<file path="src/rtl/clm_defs.svh">
/*
 offsets, field positions and reset values of the loss-of-signal monitor.
 assumes byte-wide registers reached at their offsets.
*/
`ifndef CLM_DEFS_SVH
`define CLM_DEFS_SVH

`define CLM_OFS_NOM_MARGIN 4'h0
`define CLM_OFS_WIN_LO 4'h8
`define CLM_OFS_WIN_HI 4'h9
`define CLM_OFS_QUAL 4'ha
`define CLM_OFS_CTRL 4'hb
`define CLM_OFS_EVENT 4'hc
`define CLM_OFS_CNT 4'hd
`define CLM_OFS_STS 4'he

`define CLM_NOM_MSB 63
`define CLM_NOM_LSB 46
`define CLM_ACC_MSB 33
`define CLM_ACC_LSB 17
`define CLM_REJ_MSB 16
`define CLM_REJ_LSB 0

`define CLM_GAP_MSB 15
`define CLM_GAP_LSB 13
`define CLM_THR_MSB 12
`define CLM_THR_LSB 9
`define CLM_SEL_MSB 8
`define CLM_SEL_LSB 7
`define CLM_MASK_BIT 5
`define CLM_DIV_MSB 4
`define CLM_DIV_LSB 0

`define CLM_GOOD_MSB 7
`define CLM_GOOD_LSB 4
`define CLM_FAIL_MSB 3
`define CLM_FAIL_LSB 0
`define CLM_ENABLE_BIT 0
`define CLM_LMT_EVT_BIT 1
`define CLM_LOS_EVT_BIT 0
`define CLM_QUAL_STS_BIT 1
`define CLM_LOS_STS_BIT 0

`define CLM_RST_NOM_MARGIN 64'h0
`define CLM_RST_WIN 16'h0
`define CLM_RST_QUAL 8'h11
`define CLM_RST_CTRL 1'b0
`define CLM_RST_CNT 4'h0
`define CLM_RST_LOS_EVT 1'b1
`define CLM_RST_LMT_EVT 1'b0
`define CLM_CNT_MAX 4'hf
`define CLM_GAP_IGNORE_INST 4

`endif

</file>
<file path="src/rtl/clm_pkg.sv">
/*
 types and shared arithmetic of the loss-of-signal monitor.
 assumes nothing of its surroundings.
*/
package clm_pkg;
    typedef logic [21:0] clm_count_t;
    typedef logic [16:0] clm_margin_t;
    typedef enum logic [1:0] {CLM_OFF, CLM_LOSS, CLM_GOOD} clm_state_t;

    function automatic logic clm_in_band(input clm_count_t cnt, input clm_count_t ctr, input clm_margin_t m);
        clm_count_t diff;
        diff = (cnt >= ctr) ? (cnt - ctr) : (ctr - cnt);
        return diff <= {5'h0, m};
    endfunction : clm_in_band
endpackage : clm_pkg

</file>
<file path="src/rtl/clm_window_timer.sv">
/*
 window timer: divides the monitored clock and counts measuring ticks per window.
 assumes the monitored clock level and ticks are synchronous to i_clk_sys.
*/
`timescale 1ns/1ps
`default_nettype none
`include "clm_defs.svh"

module clm_window_timer (
    input wire logic i_clk_sys,
    input wire logic i_reset,
    input wire logic i_ce,
    input wire logic i_run,
    input wire logic i_ref_level,
    input wire logic i_meas_tick,
    input wire logic [4:0] i_div_ratio,
    output logic o_win_end,
    output clm_pkg::clm_count_t o_win_count
);
    logic ref_reg;
    logic started_reg;
    logic [4:0] div_reg;
    clm_pkg::clm_count_t cnt_reg;
    logic end_reg;

    wire ref_edge = i_ref_level & ~ref_reg;
    // ratio 0 or 1 is divide by one
    wire [4:0] last_div = (i_div_ratio <= 5'h1) ? 5'h0 : (i_div_ratio - 5'h1);
    wire boundary = i_run & ref_edge & (div_reg >= last_div);
    wire cnt_full = &cnt_reg;
    wire [21:0] cnt_inc = cnt_reg + {21'h0, i_meas_tick & ~cnt_full};

    always_ff @(posedge i_clk_sys or posedge i_reset) begin
        if (i_reset) begin
            ref_reg <= 1'b0;
            started_reg <= 1'b0;
            div_reg <= 5'h0;
            cnt_reg <= '0;
            end_reg <= 1'b0;
            o_win_count <= '0;
        end else if (i_ce) begin
            ref_reg <= i_ref_level;
            end_reg <= boundary & started_reg;
            if (!i_run) begin
                started_reg <= 1'b0;
                div_reg <= 5'h0;
                cnt_reg <= '0;
            end else if (boundary) begin
                started_reg <= 1'b1;
                div_reg <= 5'h0;
                cnt_reg <= {21'h0, i_meas_tick};
                o_win_count <= cnt_reg;
            end else begin
                if (ref_edge) begin
                    div_reg <= div_reg + 5'h1;
                end
                cnt_reg <= cnt_inc;
            end
        end
    end

    assign o_win_end = end_reg;
endmodule : clm_window_timer
`default_nettype wire

</file>
<file path="src/rtl/clm_monitor.sv">
/*
 loss-of-signal monitor for one reference clock with byte-wide register port.
 assumes synchronous inputs, one-cycle strobes, and measuring ticks as enables.
*/
// Overview of operation
// - loss judged against nominal times one plus gap, plus or minus margin
// - instance four ignores gap setting and failure mask
// - counter-limit flag set while failure counter exceeds threshold
// - select field picks divided converter clock or one of three fractional dividers
// - mask bit clear lets loss status mark reference invalid
// - monitored clock divided by ratio; zero and one divide by one
// - enough consecutive accepted windows qualify clock and clear loss
// - enough rejected windows without qualifying disqualify clock and set loss
// - enable bit turns monitor on; disabled monitor holds loss asserted
// - counter-limit flag is write-one-clear and cannot clear while exceeded
// - loss flag is write-one-clear and cannot clear while loss persists
// - loss flag set on leaving reset; software clears after programming
// - accepted inside accept margin, rejected outside reject margin
// - failure counter counts loss assertions, saturates, written value presets it
// - nominal count per window; zero disables the monitor
`timescale 1ns/1ps
`default_nettype none
`include "clm_defs.svh"

module clm_monitor #(
    parameter int INSTANCE = 0
) (
    input wire logic i_clk_sys,
    input wire logic i_reset,
    input wire logic i_ce,
    input wire logic [3:0] i_addr,
    input wire logic [7:0] i_wdata,
    input wire logic i_wr,
    input wire logic i_rd,
    output logic [7:0] o_rdata,
    input wire logic i_ref_clk,
    input wire logic i_time_to_digital_converter_tick,
    input wire logic i_fractional_divider_zero_clock_tick,
    input wire logic i_fractional_divider_one_clock_tick,
    input wire logic i_fractional_divider_two_clock_tick,
    output logic o_los_sts,
    output logic o_ref_qual,
    output logic o_ref_invalid
);
    logic [63:0] nom_margin_reg;
    logic [15:0] window_reg;
    logic [7:0] qual_reg;
    logic enable_reg;
    logic los_evt_reg;
    logic lmt_evt_reg;
    logic [3:0] fail_cnt_reg;
    logic [3:0] good_run_reg;
    logic [3:0] bad_run_reg;
    clm_pkg::clm_state_t state_reg;
    clm_pkg::clm_state_t state_next;
    logic los_prev_reg;
    logic [7:0] rdata_reg;

    logic win_end;
    clm_pkg::clm_count_t win_count;

    // register fields
    wire [17:0] nominal = nom_margin_reg[`CLM_NOM_MSB:`CLM_NOM_LSB];
    wire [16:0] acc_margin = nom_margin_reg[`CLM_ACC_MSB:`CLM_ACC_LSB];
    wire [16:0] rej_margin = nom_margin_reg[`CLM_REJ_MSB:`CLM_REJ_LSB];
    wire [2:0] gap_field = window_reg[`CLM_GAP_MSB:`CLM_GAP_LSB];
    wire [3:0] cnt_thresh = window_reg[`CLM_THR_MSB:`CLM_THR_LSB];
    wire [1:0] samp_sel = window_reg[`CLM_SEL_MSB:`CLM_SEL_LSB];
    wire mask_field = window_reg[`CLM_MASK_BIT];
    wire [4:0] div_ratio = window_reg[`CLM_DIV_MSB:`CLM_DIV_LSB];
    wire [3:0] good_times = qual_reg[`CLM_GOOD_MSB:`CLM_GOOD_LSB];
    wire [3:0] fail_times = qual_reg[`CLM_FAIL_MSB:`CLM_FAIL_LSB];

    // instance four ignores gap and mask
    wire is_fixed_inst = (INSTANCE == `CLM_GAP_IGNORE_INST);
    wire [2:0] gap_eff = is_fixed_inst ? 3'h0 : gap_field;
    wire mask_eff = is_fixed_inst ? 1'b0 : mask_field;

    // runs only when enabled with nonzero nominal
    wire run = enable_reg & (nominal != 18'h0);

    wire meas_tick = (samp_sel == 2'h0) ? i_time_to_digital_converter_tick :
                     (samp_sel == 2'h1) ? i_fractional_divider_zero_clock_tick :
                     (samp_sel == 2'h2) ? i_fractional_divider_one_clock_tick :
                                          i_fractional_divider_two_clock_tick;

    wire [21:0] scaled_nom = 22'(nominal) * 22'({1'b0, gap_eff} + 4'h1);
    wire accepted = clm_pkg::clm_in_band(win_count, scaled_nom, acc_margin);
    wire rejected = ~clm_pkg::clm_in_band(win_count, scaled_nom, rej_margin);

    // saturating four-bit step
    function automatic logic [3:0] clm_bump(input logic [3:0] v);
        return (v == `CLM_CNT_MAX) ? v : v + 4'h1;
    endfunction : clm_bump

    wire [3:0] good_inc = clm_bump(good_run_reg);
    wire [3:0] bad_inc = clm_bump(bad_run_reg);
    wire qualify = win_end & accepted & (good_inc >= good_times);
    wire disqualify = win_end & rejected & (bad_inc >= fail_times);

    wire los_now = (state_reg != clm_pkg::CLM_GOOD);
    wire los_rise = los_now & ~los_prev_reg;

    // register decode
    wire wr_nm = i_wr & (i_addr < `CLM_OFS_WIN_LO);
    wire wr_win_lo = i_wr & (i_addr == `CLM_OFS_WIN_LO);
    wire wr_win_hi = i_wr & (i_addr == `CLM_OFS_WIN_HI);
    wire wr_qual = i_wr & (i_addr == `CLM_OFS_QUAL);
    wire wr_ctrl = i_wr & (i_addr == `CLM_OFS_CTRL);
    wire wr_evt = i_wr & (i_addr == `CLM_OFS_EVENT);
    wire wr_cnt = i_wr & (i_addr == `CLM_OFS_CNT);

    // preset by write, increment on loss, saturate
    wire [3:0] cnt_base = wr_cnt ? i_wdata[3:0] : fail_cnt_reg;
    wire [3:0] fail_cnt_next = los_rise ? clm_bump(cnt_base) : cnt_base;

    wire lmt_cond = fail_cnt_reg > cnt_thresh;
    wire los_evt_next = los_now | (los_evt_reg & ~(wr_evt & i_wdata[`CLM_LOS_EVT_BIT]));
    wire lmt_evt_next = lmt_cond | (lmt_evt_reg & ~(wr_evt & i_wdata[`CLM_LMT_EVT_BIT]));

    wire [7:0] rd_mux = (i_addr < `CLM_OFS_WIN_LO) ? nom_margin_reg[{i_addr[2:0], 3'h0} +: 8] :
                        (i_addr == `CLM_OFS_WIN_LO) ? window_reg[7:0] & 8'hbf :
                        (i_addr == `CLM_OFS_WIN_HI) ? window_reg[15:8] :
                        (i_addr == `CLM_OFS_QUAL) ? qual_reg :
                        (i_addr == `CLM_OFS_CTRL) ? {7'h0, enable_reg} :
                        (i_addr == `CLM_OFS_EVENT) ? {6'h0, lmt_evt_reg, los_evt_reg} :
                        (i_addr == `CLM_OFS_CNT) ? {4'h0, fail_cnt_reg} :
                        (i_addr == `CLM_OFS_STS) ? {6'h0, ~los_now, los_now} : 8'h00;

    clm_window_timer u_timer (
        .i_clk_sys(i_clk_sys),
        .i_reset(i_reset),
        .i_ce(i_ce),
        .i_run(run),
        .i_ref_level(i_ref_clk),
        .i_meas_tick(meas_tick),
        .i_div_ratio(div_ratio),
        .o_win_end(win_end),
        .o_win_count(win_count)
    );

    always_comb begin
        state_next = state_reg;
        unique case (state_reg)
            clm_pkg::CLM_OFF: begin
                if (run) begin
                    state_next = clm_pkg::CLM_LOSS;
                end
            end
            clm_pkg::CLM_LOSS: begin
                if (!run) begin
                    state_next = clm_pkg::CLM_OFF;
                end else if (qualify) begin
                    state_next = clm_pkg::CLM_GOOD;
                end
            end
            clm_pkg::CLM_GOOD: begin
                if (!run) begin
                    state_next = clm_pkg::CLM_OFF;
                end else if (disqualify) begin
                    state_next = clm_pkg::CLM_LOSS;
                end
            end
            default: begin
                state_next = clm_pkg::CLM_OFF;
            end
        endcase
    end

    // nominal and margin bytes
    always_ff @(posedge i_clk_sys or posedge i_reset) begin
        if (i_reset) begin
            nom_margin_reg <= `CLM_RST_NOM_MARGIN;
        end else if (i_ce && wr_nm) begin
            nom_margin_reg[{i_addr[2:0], 3'h0} +: 8] <= i_wdata;
        end
    end

    // window configuration bytes
    always_ff @(posedge i_clk_sys or posedge i_reset) begin
        if (i_reset) begin
            window_reg <= `CLM_RST_WIN;
        end else if (i_ce && wr_win_lo) begin
            window_reg[7:0] <= i_wdata;
        end else if (i_ce && wr_win_hi) begin
            window_reg[15:8] <= i_wdata;
        end
    end

    // qualification counts
    always_ff @(posedge i_clk_sys or posedge i_reset) begin
        if (i_reset) begin
            qual_reg <= `CLM_RST_QUAL;
        end else if (i_ce && wr_qual) begin
            qual_reg <= i_wdata;
        end
    end

    always_ff @(posedge i_clk_sys or posedge i_reset) begin
        if (i_reset) begin
            enable_reg <= `CLM_RST_CTRL;
        end else if (i_ce && wr_ctrl) begin
            enable_reg <= i_wdata[`CLM_ENABLE_BIT];
        end
    end

    // state register
    always_ff @(posedge i_clk_sys or posedge i_reset) begin
        if (i_reset) begin
            state_reg <= clm_pkg::CLM_OFF;
        end else if (i_ce) begin
            state_reg <= state_next;
        end
    end

    // loss level of the previous cycle
    always_ff @(posedge i_clk_sys or posedge i_reset) begin
        if (i_reset) begin
            los_prev_reg <= 1'b1;
        end else if (i_ce) begin
            los_prev_reg <= los_now;
        end
    end

    // accepted window run
    always_ff @(posedge i_clk_sys or posedge i_reset) begin
        if (i_reset) begin
            good_run_reg <= 4'h0;
        end else if (i_ce) begin
            if (!run || state_next != state_reg) begin
                good_run_reg <= 4'h0;
            end else if (win_end) begin
                good_run_reg <= accepted ? good_inc : 4'h0;
            end
        end
    end

    // rejected window run
    always_ff @(posedge i_clk_sys or posedge i_reset) begin
        if (i_reset) begin
            bad_run_reg <= 4'h0;
        end else if (i_ce) begin
            if (!run || state_next != state_reg) begin
                bad_run_reg <= 4'h0;
            end else if (win_end && rejected) begin
                bad_run_reg <= bad_inc;
            end
        end
    end

    // loss event flag
    always_ff @(posedge i_clk_sys or posedge i_reset) begin
        if (i_reset) begin
            // loss flag set out of reset
            los_evt_reg <= `CLM_RST_LOS_EVT;
        end else if (i_ce) begin
            los_evt_reg <= los_evt_next;
        end
    end

    // counter-limit event flag
    always_ff @(posedge i_clk_sys or posedge i_reset) begin
        if (i_reset) begin
            lmt_evt_reg <= `CLM_RST_LMT_EVT;
        end else if (i_ce) begin
            lmt_evt_reg <= lmt_evt_next;
        end
    end

    // failure counter
    always_ff @(posedge i_clk_sys or posedge i_reset) begin
        if (i_reset) begin
            fail_cnt_reg <= `CLM_RST_CNT;
        end else if (i_ce) begin
            fail_cnt_reg <= fail_cnt_next;
        end
    end

    // read data, one cycle after the strobe
    always_ff @(posedge i_clk_sys or posedge i_reset) begin
        if (i_reset) begin
            rdata_reg <= 8'h00;
        end else if (i_ce) begin
            rdata_reg <= i_rd ? rd_mux : 8'h00;
        end
    end

    assign o_rdata = rdata_reg;
    assign o_los_sts = los_now;
    assign o_ref_qual = ~los_now;
    assign o_ref_invalid = los_now & ~mask_eff;
endmodule : clm_monitor
`default_nettype wire

</file>
<file path="config.mk">
export PLATFORM = sky130hd
export DESIGN_NAME = clm_monitor
export DESIGN_NICKNAME = d
export VERILOG_FILES = /design/src/rtl/clm_pkg.sv /design/src/rtl/clm_window_timer.sv /design/src/rtl/clm_monitor.sv
export VERILOG_INCLUDE_DIRS = /design/src /design/src/rtl
export SDC_FILE = /design/constraint.sdc
export NUM_CORES = 1
export LEC_CHECK = 0
export BUFFER_PORTS_ARGS = -buffer_cell sky130_fd_sc_hd__buf_4
export CORE_MARGIN = 4
export CORE_UTILIZATION = 35
export DETAILED_ROUTE_END_ITERATION = 7
export GPL_TIMING_DRIVEN = 0
export PLACE_DENSITY = 0.56
export SYNTH_ARGS = -nofsm -noshare
export SYNTH_HDL_FRONTEND = slang
export SYNTH_SLANG_ARGS = --single-unit
</file>
<file path="constraint.sdc">
create_clock -name i_clk_sys -period 11.9 [get_ports i_clk_sys]
set_input_delay 1.19 -clock i_clk_sys [delete_from_list [all_inputs] [get_ports i_clk_sys]]
set_output_delay 1.19 -clock i_clk_sys [all_outputs]
set_load 0.005 [all_outputs]
</file>
==> results.ini, run 1 <==
[die]
rows=72
dieWidth_um=207
dieArea_um2=43000
core_region_area_um2=38900
io_pins=33
die-height_um=207
start_util_pct=35.7

[synthesis]
synth_top_family_by_area=simple AND/OR/NAND/NOR gates
yosysTopAreaCellShare_pct=29.0
synth_mux_area_share_pct=8.30
synth_compound_gate_area_share_pct=16.0
yosys-top-cells-count=203 x nand2_1, 161 x dfrtp_1, 142 x inv_1
synth_top_area_cell=dfrtp_1
syn_avg_cell_area_um2=8.79
synth_xor_area_share_pct=3.72
yosysSeqAreaShare_pct=29.7
ys_warn_count=0
synth_simple_gate_area_share_pct=19.4
synth_edf_count=0
synthesis.nets=1773
async_reset_ff_share_pct=100
synthFlopType=dfrtp_1
synth.area.top_cells=dfrtp_1 29%, ha_1 12%, nand2_1 5.5%
synth_cell_type_count=78
synthAdderAreaFrac_pct=17.0
synth.cell_area_um2=13900
synth_seq_cells=165
yosysMostFrequentCell=nand2_1
synthCells=1582

[timing]
finalCritPeriodShare_pct=92.5
hold_viol_final=0
relSlewSlack_pct=8.12
tns_ps=0
worst_clock_skew_ps=18.7
fmax_mhz=90.8
fin_crit_ps=11010
setup_viol=0
rsz0062_at_grt=false
worst_pin_slew_ps=1360
whs_ps=492
drv_slew=0

[drt]
totalWireLength_um=41300
routedWlPerCell_um=19.1
vias_per_cell=5.38
ant_nets=0
drc_errors=0
drtIter0Drc=851
dr.pass1.iters=5
vias=11600

[finish]
finalNetCount=1822
layout.cells.non_filler=2162
syn2layout_area_growth_pct=11.3
largest_reg_flops=64
utilization_pct=39.7
n_antenna_cell=0
layout-drive-gt1-share_pct=11.1

[clock_tree]
cts_buffer_depth=2
holdBufCountCts=0
htree_levels=4
clk_latency_ps=450
clock-sinks=165
clkSlewWorstSetupHoldPaths_ps=80
cts_buffers=17
cts-root-buf=clkbuf_16
cts_tree=done

[power]
p_per_area_nw_per_um2=129
power.leakage_uw=0.00709
vdd_ir_drop_max_mv=0.109

[worst_setup_path]
cp.arrival_ps=11340
cp-start-kind=register
cp_max_fo=10
slowest_delay_ps=620
rrSetupSlack_ps=890
crit_path_end_kind=register
required_ps=12230
cp_slowest_cell=o41ai_1
crit_type=reg2reg

[placement]
place.gp.congestion=0.898
dpl.hpwl_um=32400
dp.cells=2130
portBuffers=29

[status]
run_status=completed

[global_routing]
first_global_vias=11500
track_usage_pct=19.0
grt.overflow.total=0
antenna_found_initial=0
grt_max_degree=104
grt_pass1_wl_um=65300

[min_path]
min_path_type=reg2reg

[run]
max_cap_violations=0

==> critical path: cells and delay by family (launching register included) <==
family	cells	cell delay, ps
mux	1	170
xor+xnor	3	980
buf+inv	3	680
fa+ha+maj	6	2360
compound gates	17	4200
simple gates	12	1970
flops	1	500
==> placed cells by master (no fill, tap or decap), types with 33 or more instances in the layout <==
master,instances
inv_1,141
a21oi_1,80
clkbuf_1,39
buf_4,35
dfrtp_1,161
nor2_1,92
o21ai_0,129
and2_1,62
mux2_2,46
nor2b_1,33
nand3_1,44
nand2_1,203
fa_1,34
ha_1,135
==> worst paths after layout <==
kind                                                  from                         endpoint  cells after the start
worst min register to register     lmt_evt_reg$_DFFE_PP0P_          lmt_evt_reg$_DFFE_PP0P_                      2
worst max register to register  window_reg[14]$_DFFE_PP0P_       bad_run_reg[2]$_DFFE_PP0P_                     42
worst min-delay path               lmt_evt_reg$_DFFE_PP0P_          lmt_evt_reg$_DFFE_PP0P_                      2
max in group asynchronous                          i_reset  u_timer.cnt_reg[21]$_DFFE_PP0P_                      3
min in group asynchronous                          i_reset   nom_margin_reg[35]$_DFFE_PP0P_                      2
worst max-delay path            window_reg[14]$_DFFE_PP0P_       bad_run_reg[2]$_DFFE_PP0P_                     42
==> routing by layer <==
| metal | vias to the layer above | track usage [%] | wire length, um |
|---|---|---|---|
| li1 | 5559 | - | - |
| met1 | 5662 | 26.7 | 18800 |
| met2 | 362 | 30.8 | 19000 |
| met3 | 56 | 2.81 | 2430 |
| met4 | 0 | 5.18 | 1010 |
| met5 | - | 0 | 0 |
==> through the flow <==
stage	setup slack, ps	cell area, um^2	power [uW]
2_1_floorplan	3070	13900	1150
3_3_place_gp	742	14800	1350
3_5_place_dp	866	14800	1360
4_1_cts	802	15500	1990
5_1_grt	71.8	15500	2120
6_report	889	15500	1990
==> cell families (layout without fill, tap and decap cells) <==
group | after synthesis | in the layout
flops | 165 | 165
simple gates | 551 | 551
fa+ha+maj | 169 | 169
xor+xnor | 59 | 59
buf+inv | 205 | 267
compound gates | 346 | 346
mux | 87 | 87
==> repair_timing <==
item	4_1_cts	5_1_grt
setup buffers	0	0
endpoints found under the setup margin	0	4
gates resized for setup	0	1
==> report_power, final <==
group	switching, uW	internal [uW]	total (uW)	leakage, uW
registers	65.2	613	678	0.00215
clock network	300	330	629	0.000318
logic	404	279	683	0.00462
total	770	1220	1990	0.00709
==> cell type report <==
type	count	area [um^2]
clock buffer	17	425
inverter	142	541
tap	518	648
fill	3916	23500
buffer	63	284
sequential	165	4130
clock inverter	15	231
timing repair buffer	30	245
multi-input combinational	1212	8960
Note: power is estimated with default switching activity, not from simulation.
==> run 2, diff against run 1 <==
--- a/config.mk
+++ b/config.mk
@@ -11,7 +11,7 @@
 export CORE_UTILIZATION = 35
 export DETAILED_ROUTE_END_ITERATION = 7
 export GPL_TIMING_DRIVEN = 0
-export PLACE_DENSITY = 0.56
+export PLACE_DENSITY = 0.57
 export SYNTH_ARGS = -nofsm -noshare
 export SYNTH_HDL_FRONTEND = slang
 export SYNTH_SLANG_ARGS = --single-unit
==> constraint.sdc (replaced) <==
create_clock -name i_clk_sys -period 9.7 [get_ports i_clk_sys]
set_input_delay 0.97 -clock i_clk_sys [delete_from_list [all_inputs] [get_ports i_clk_sys]]
set_output_delay 0.97 -clock i_clk_sys [all_outputs]
set_load 0.005 [all_outputs]
==> run 2 against run 1 <==
Wire length is 0.67% higher. Core utilization grew 0.90 points. Critical path type unchanged. Global-route usage shrank 0.11 points. Clock power rose by 9.9%. Worst setup slack got worse by 480 ps. Count of clock-buffer cells in the layout is the same. Largest power group unchanged. Power up 21%. Sequential share of layout area down 0.57 points. Fmax is 19% higher. Die area is the same.
==> results.ini, run 2 (same netlist as run 1, synthesis figures left out) <==
[die]
core_region_area_um2=38900
rows=72
dieArea_um2=43000
start_util_pct=35.7
dieWidth_um=207
die-height_um=207
io_pins=33

[timing]
whs_ps=486
finalCritPeriodShare_pct=95.8
setup_viol=0
worst_clock_skew_ps=18.2
drv_slew=0
worst_pin_slew_ps=1300
fin_crit_ps=9290
fmax_mhz=108
hold_viol_final=0
relSlewSlack_pct=12.0

[drt]
vias_per_cell=5.41
ant_nets=0
drc_errors=0
totalWireLength_um=41500
routedWlPerCell_um=19.0
vias=11800
dr.pass1.iters=6
drtIter0Drc=861

[power]
vdd_ir_drop_max_mv=0.143
p_per_area_nw_per_um2=153
power.leakage_uw=0.00723
fin_total_pwr_uw=2410

[status]
run_status=completed

[worst_setup_path]
critPathBufInv=5
rrSetupSlack_ps=410
crit_type=reg2reg
cp_slowest_cell=fa_1
cp_max_fo=10
cp-start-kind=register
crit_cells=43
cp.arrival_ps=9650
crit_family=compound AO/OA/AOI/OAI gates
rr_endpoint=good_run_reg[2]$_DFFE_PP0P_
crit_start=window_reg[13]$_DFFE_PP0P_
r2r_start=window_reg[13]$_DFFE_PP0P_
crit_path_end_kind=register
reg2reg_depth=43
slowest_delay_ps=540
required_ps=10060

[finish]
seqCellArea_um2=4140
layout_commonest_cell=nand2_1
syn2layout_area_growth_pct=13.8
utilization_pct=40.6
layout-drive-gt1-share_pct=14.4
n_antenna_cell=0
multi_input_area_um2=9150
finalNetCount=1846
final_cell_mix=202 x nand2_1, 158 x dfrtp_1, 141 x inv_1
largest_reg_flops=64
fillCellCount=3911

[global_routing]
grt_pass1_wl_um=65100
first_global_vias=11700
track_usage_pct=18.9
grt.overflow.total=0
grt_max_degree=113
antenna_found_initial=0

[run]
max_cap_violations=0

[clock_tree]
cts_tree=done
clkSlewWorstSetupHoldPaths_ps=80
holdBufCountCts=0
cts-root-buf=clkbuf_16
clk_latency_ps=450
cts_buffer_depth=2
clock-sinks=165
cts_buffers=17
htree_levels=4

[placement]
portBuffers=29
dpl.hpwl_um=32300
place.gp.congestion=0.898

[min_path]
hold-path-endpoint=nom_margin_reg[43]$_DFFE_PP0P_
min_path_type=reg2reg
min_path_cells=2
worst_hold_startpoint=nom_margin_reg[43]$_DFFE_PP0P_

[run 2: worst max path at each step]
stage / to / slack, ps
floorplan: bad_run_reg[1]$_DFFE_PP0P_ / 870
global placement: bad_run_reg[2]$_DFFE_PP0P_ / -1430
detailed placement: bad_run_reg[1]$_DFFE_PP0P_ / -1410
CTS: good_run_reg[2]$_DFFE_PP0P_ / 10
global route: good_run_reg[2]$_DFFE_PP0P_ / -80
finish: good_run_reg[2]$_DFFE_PP0P_ / 410
[run 2: area by class of cell]
cell class              instances  area share [%]
multi-input cells            1212            57.9
flip-flops and latches        165            26.2
well taps                     518            4.10
inverters                     142            3.42
repair buffers                 56            2.86
clock buffers                  17            2.69
plain buffers                  61            1.91
clock inverters                15           0.981
[run 2: tightest hold or removal path, stage by stage (launching register included)]
cell and delay, ps:
dfrtp_1 340, nand2_1 50, o21ai_0 60
[run 2: power by group]
part | total, uW | switching (uW) | internal, uW
combinational | 889 | 515 | 374
sequential | 834 | 81.2 | 752
clock | 691 | 347 | 344
total | 2410 | 943 | 1470
[run 2: routing by layer]
layer | GRT usage (%) | share of wire (%)
met5 | 0 | 0
met2 | 30.1 | 46
met4 | 6.02 | 2.7
met1 | 26.6 | 46
met3 | 2.89 | 5.3
[run 2: repair_timing]
action,4_1_cts,5_1_grt
buffers inserted,10,16
gates resized for setup,30,27
pin swaps,9,18
gates cloned,0,0
setup endpoints to repair,10,10
[run 2: stage by stage]
stage / cell area, um^2 / setup slack (ps) / instances / TNS (ps)
2_1_floorplan: 13900 / 869 / 1582 / 0
3_3_place_gp: 14800 / -1430 / 2129 / -12770
3_5_place_dp: 14800 / -1410 / 2130 / -12520
4_1_cts: 15600 / 12.4 / 2171 / 0
5_1_grt: 15800 / -79.5 / 2186 / -205
6_report: 15800 / 408 / 2186 / 0
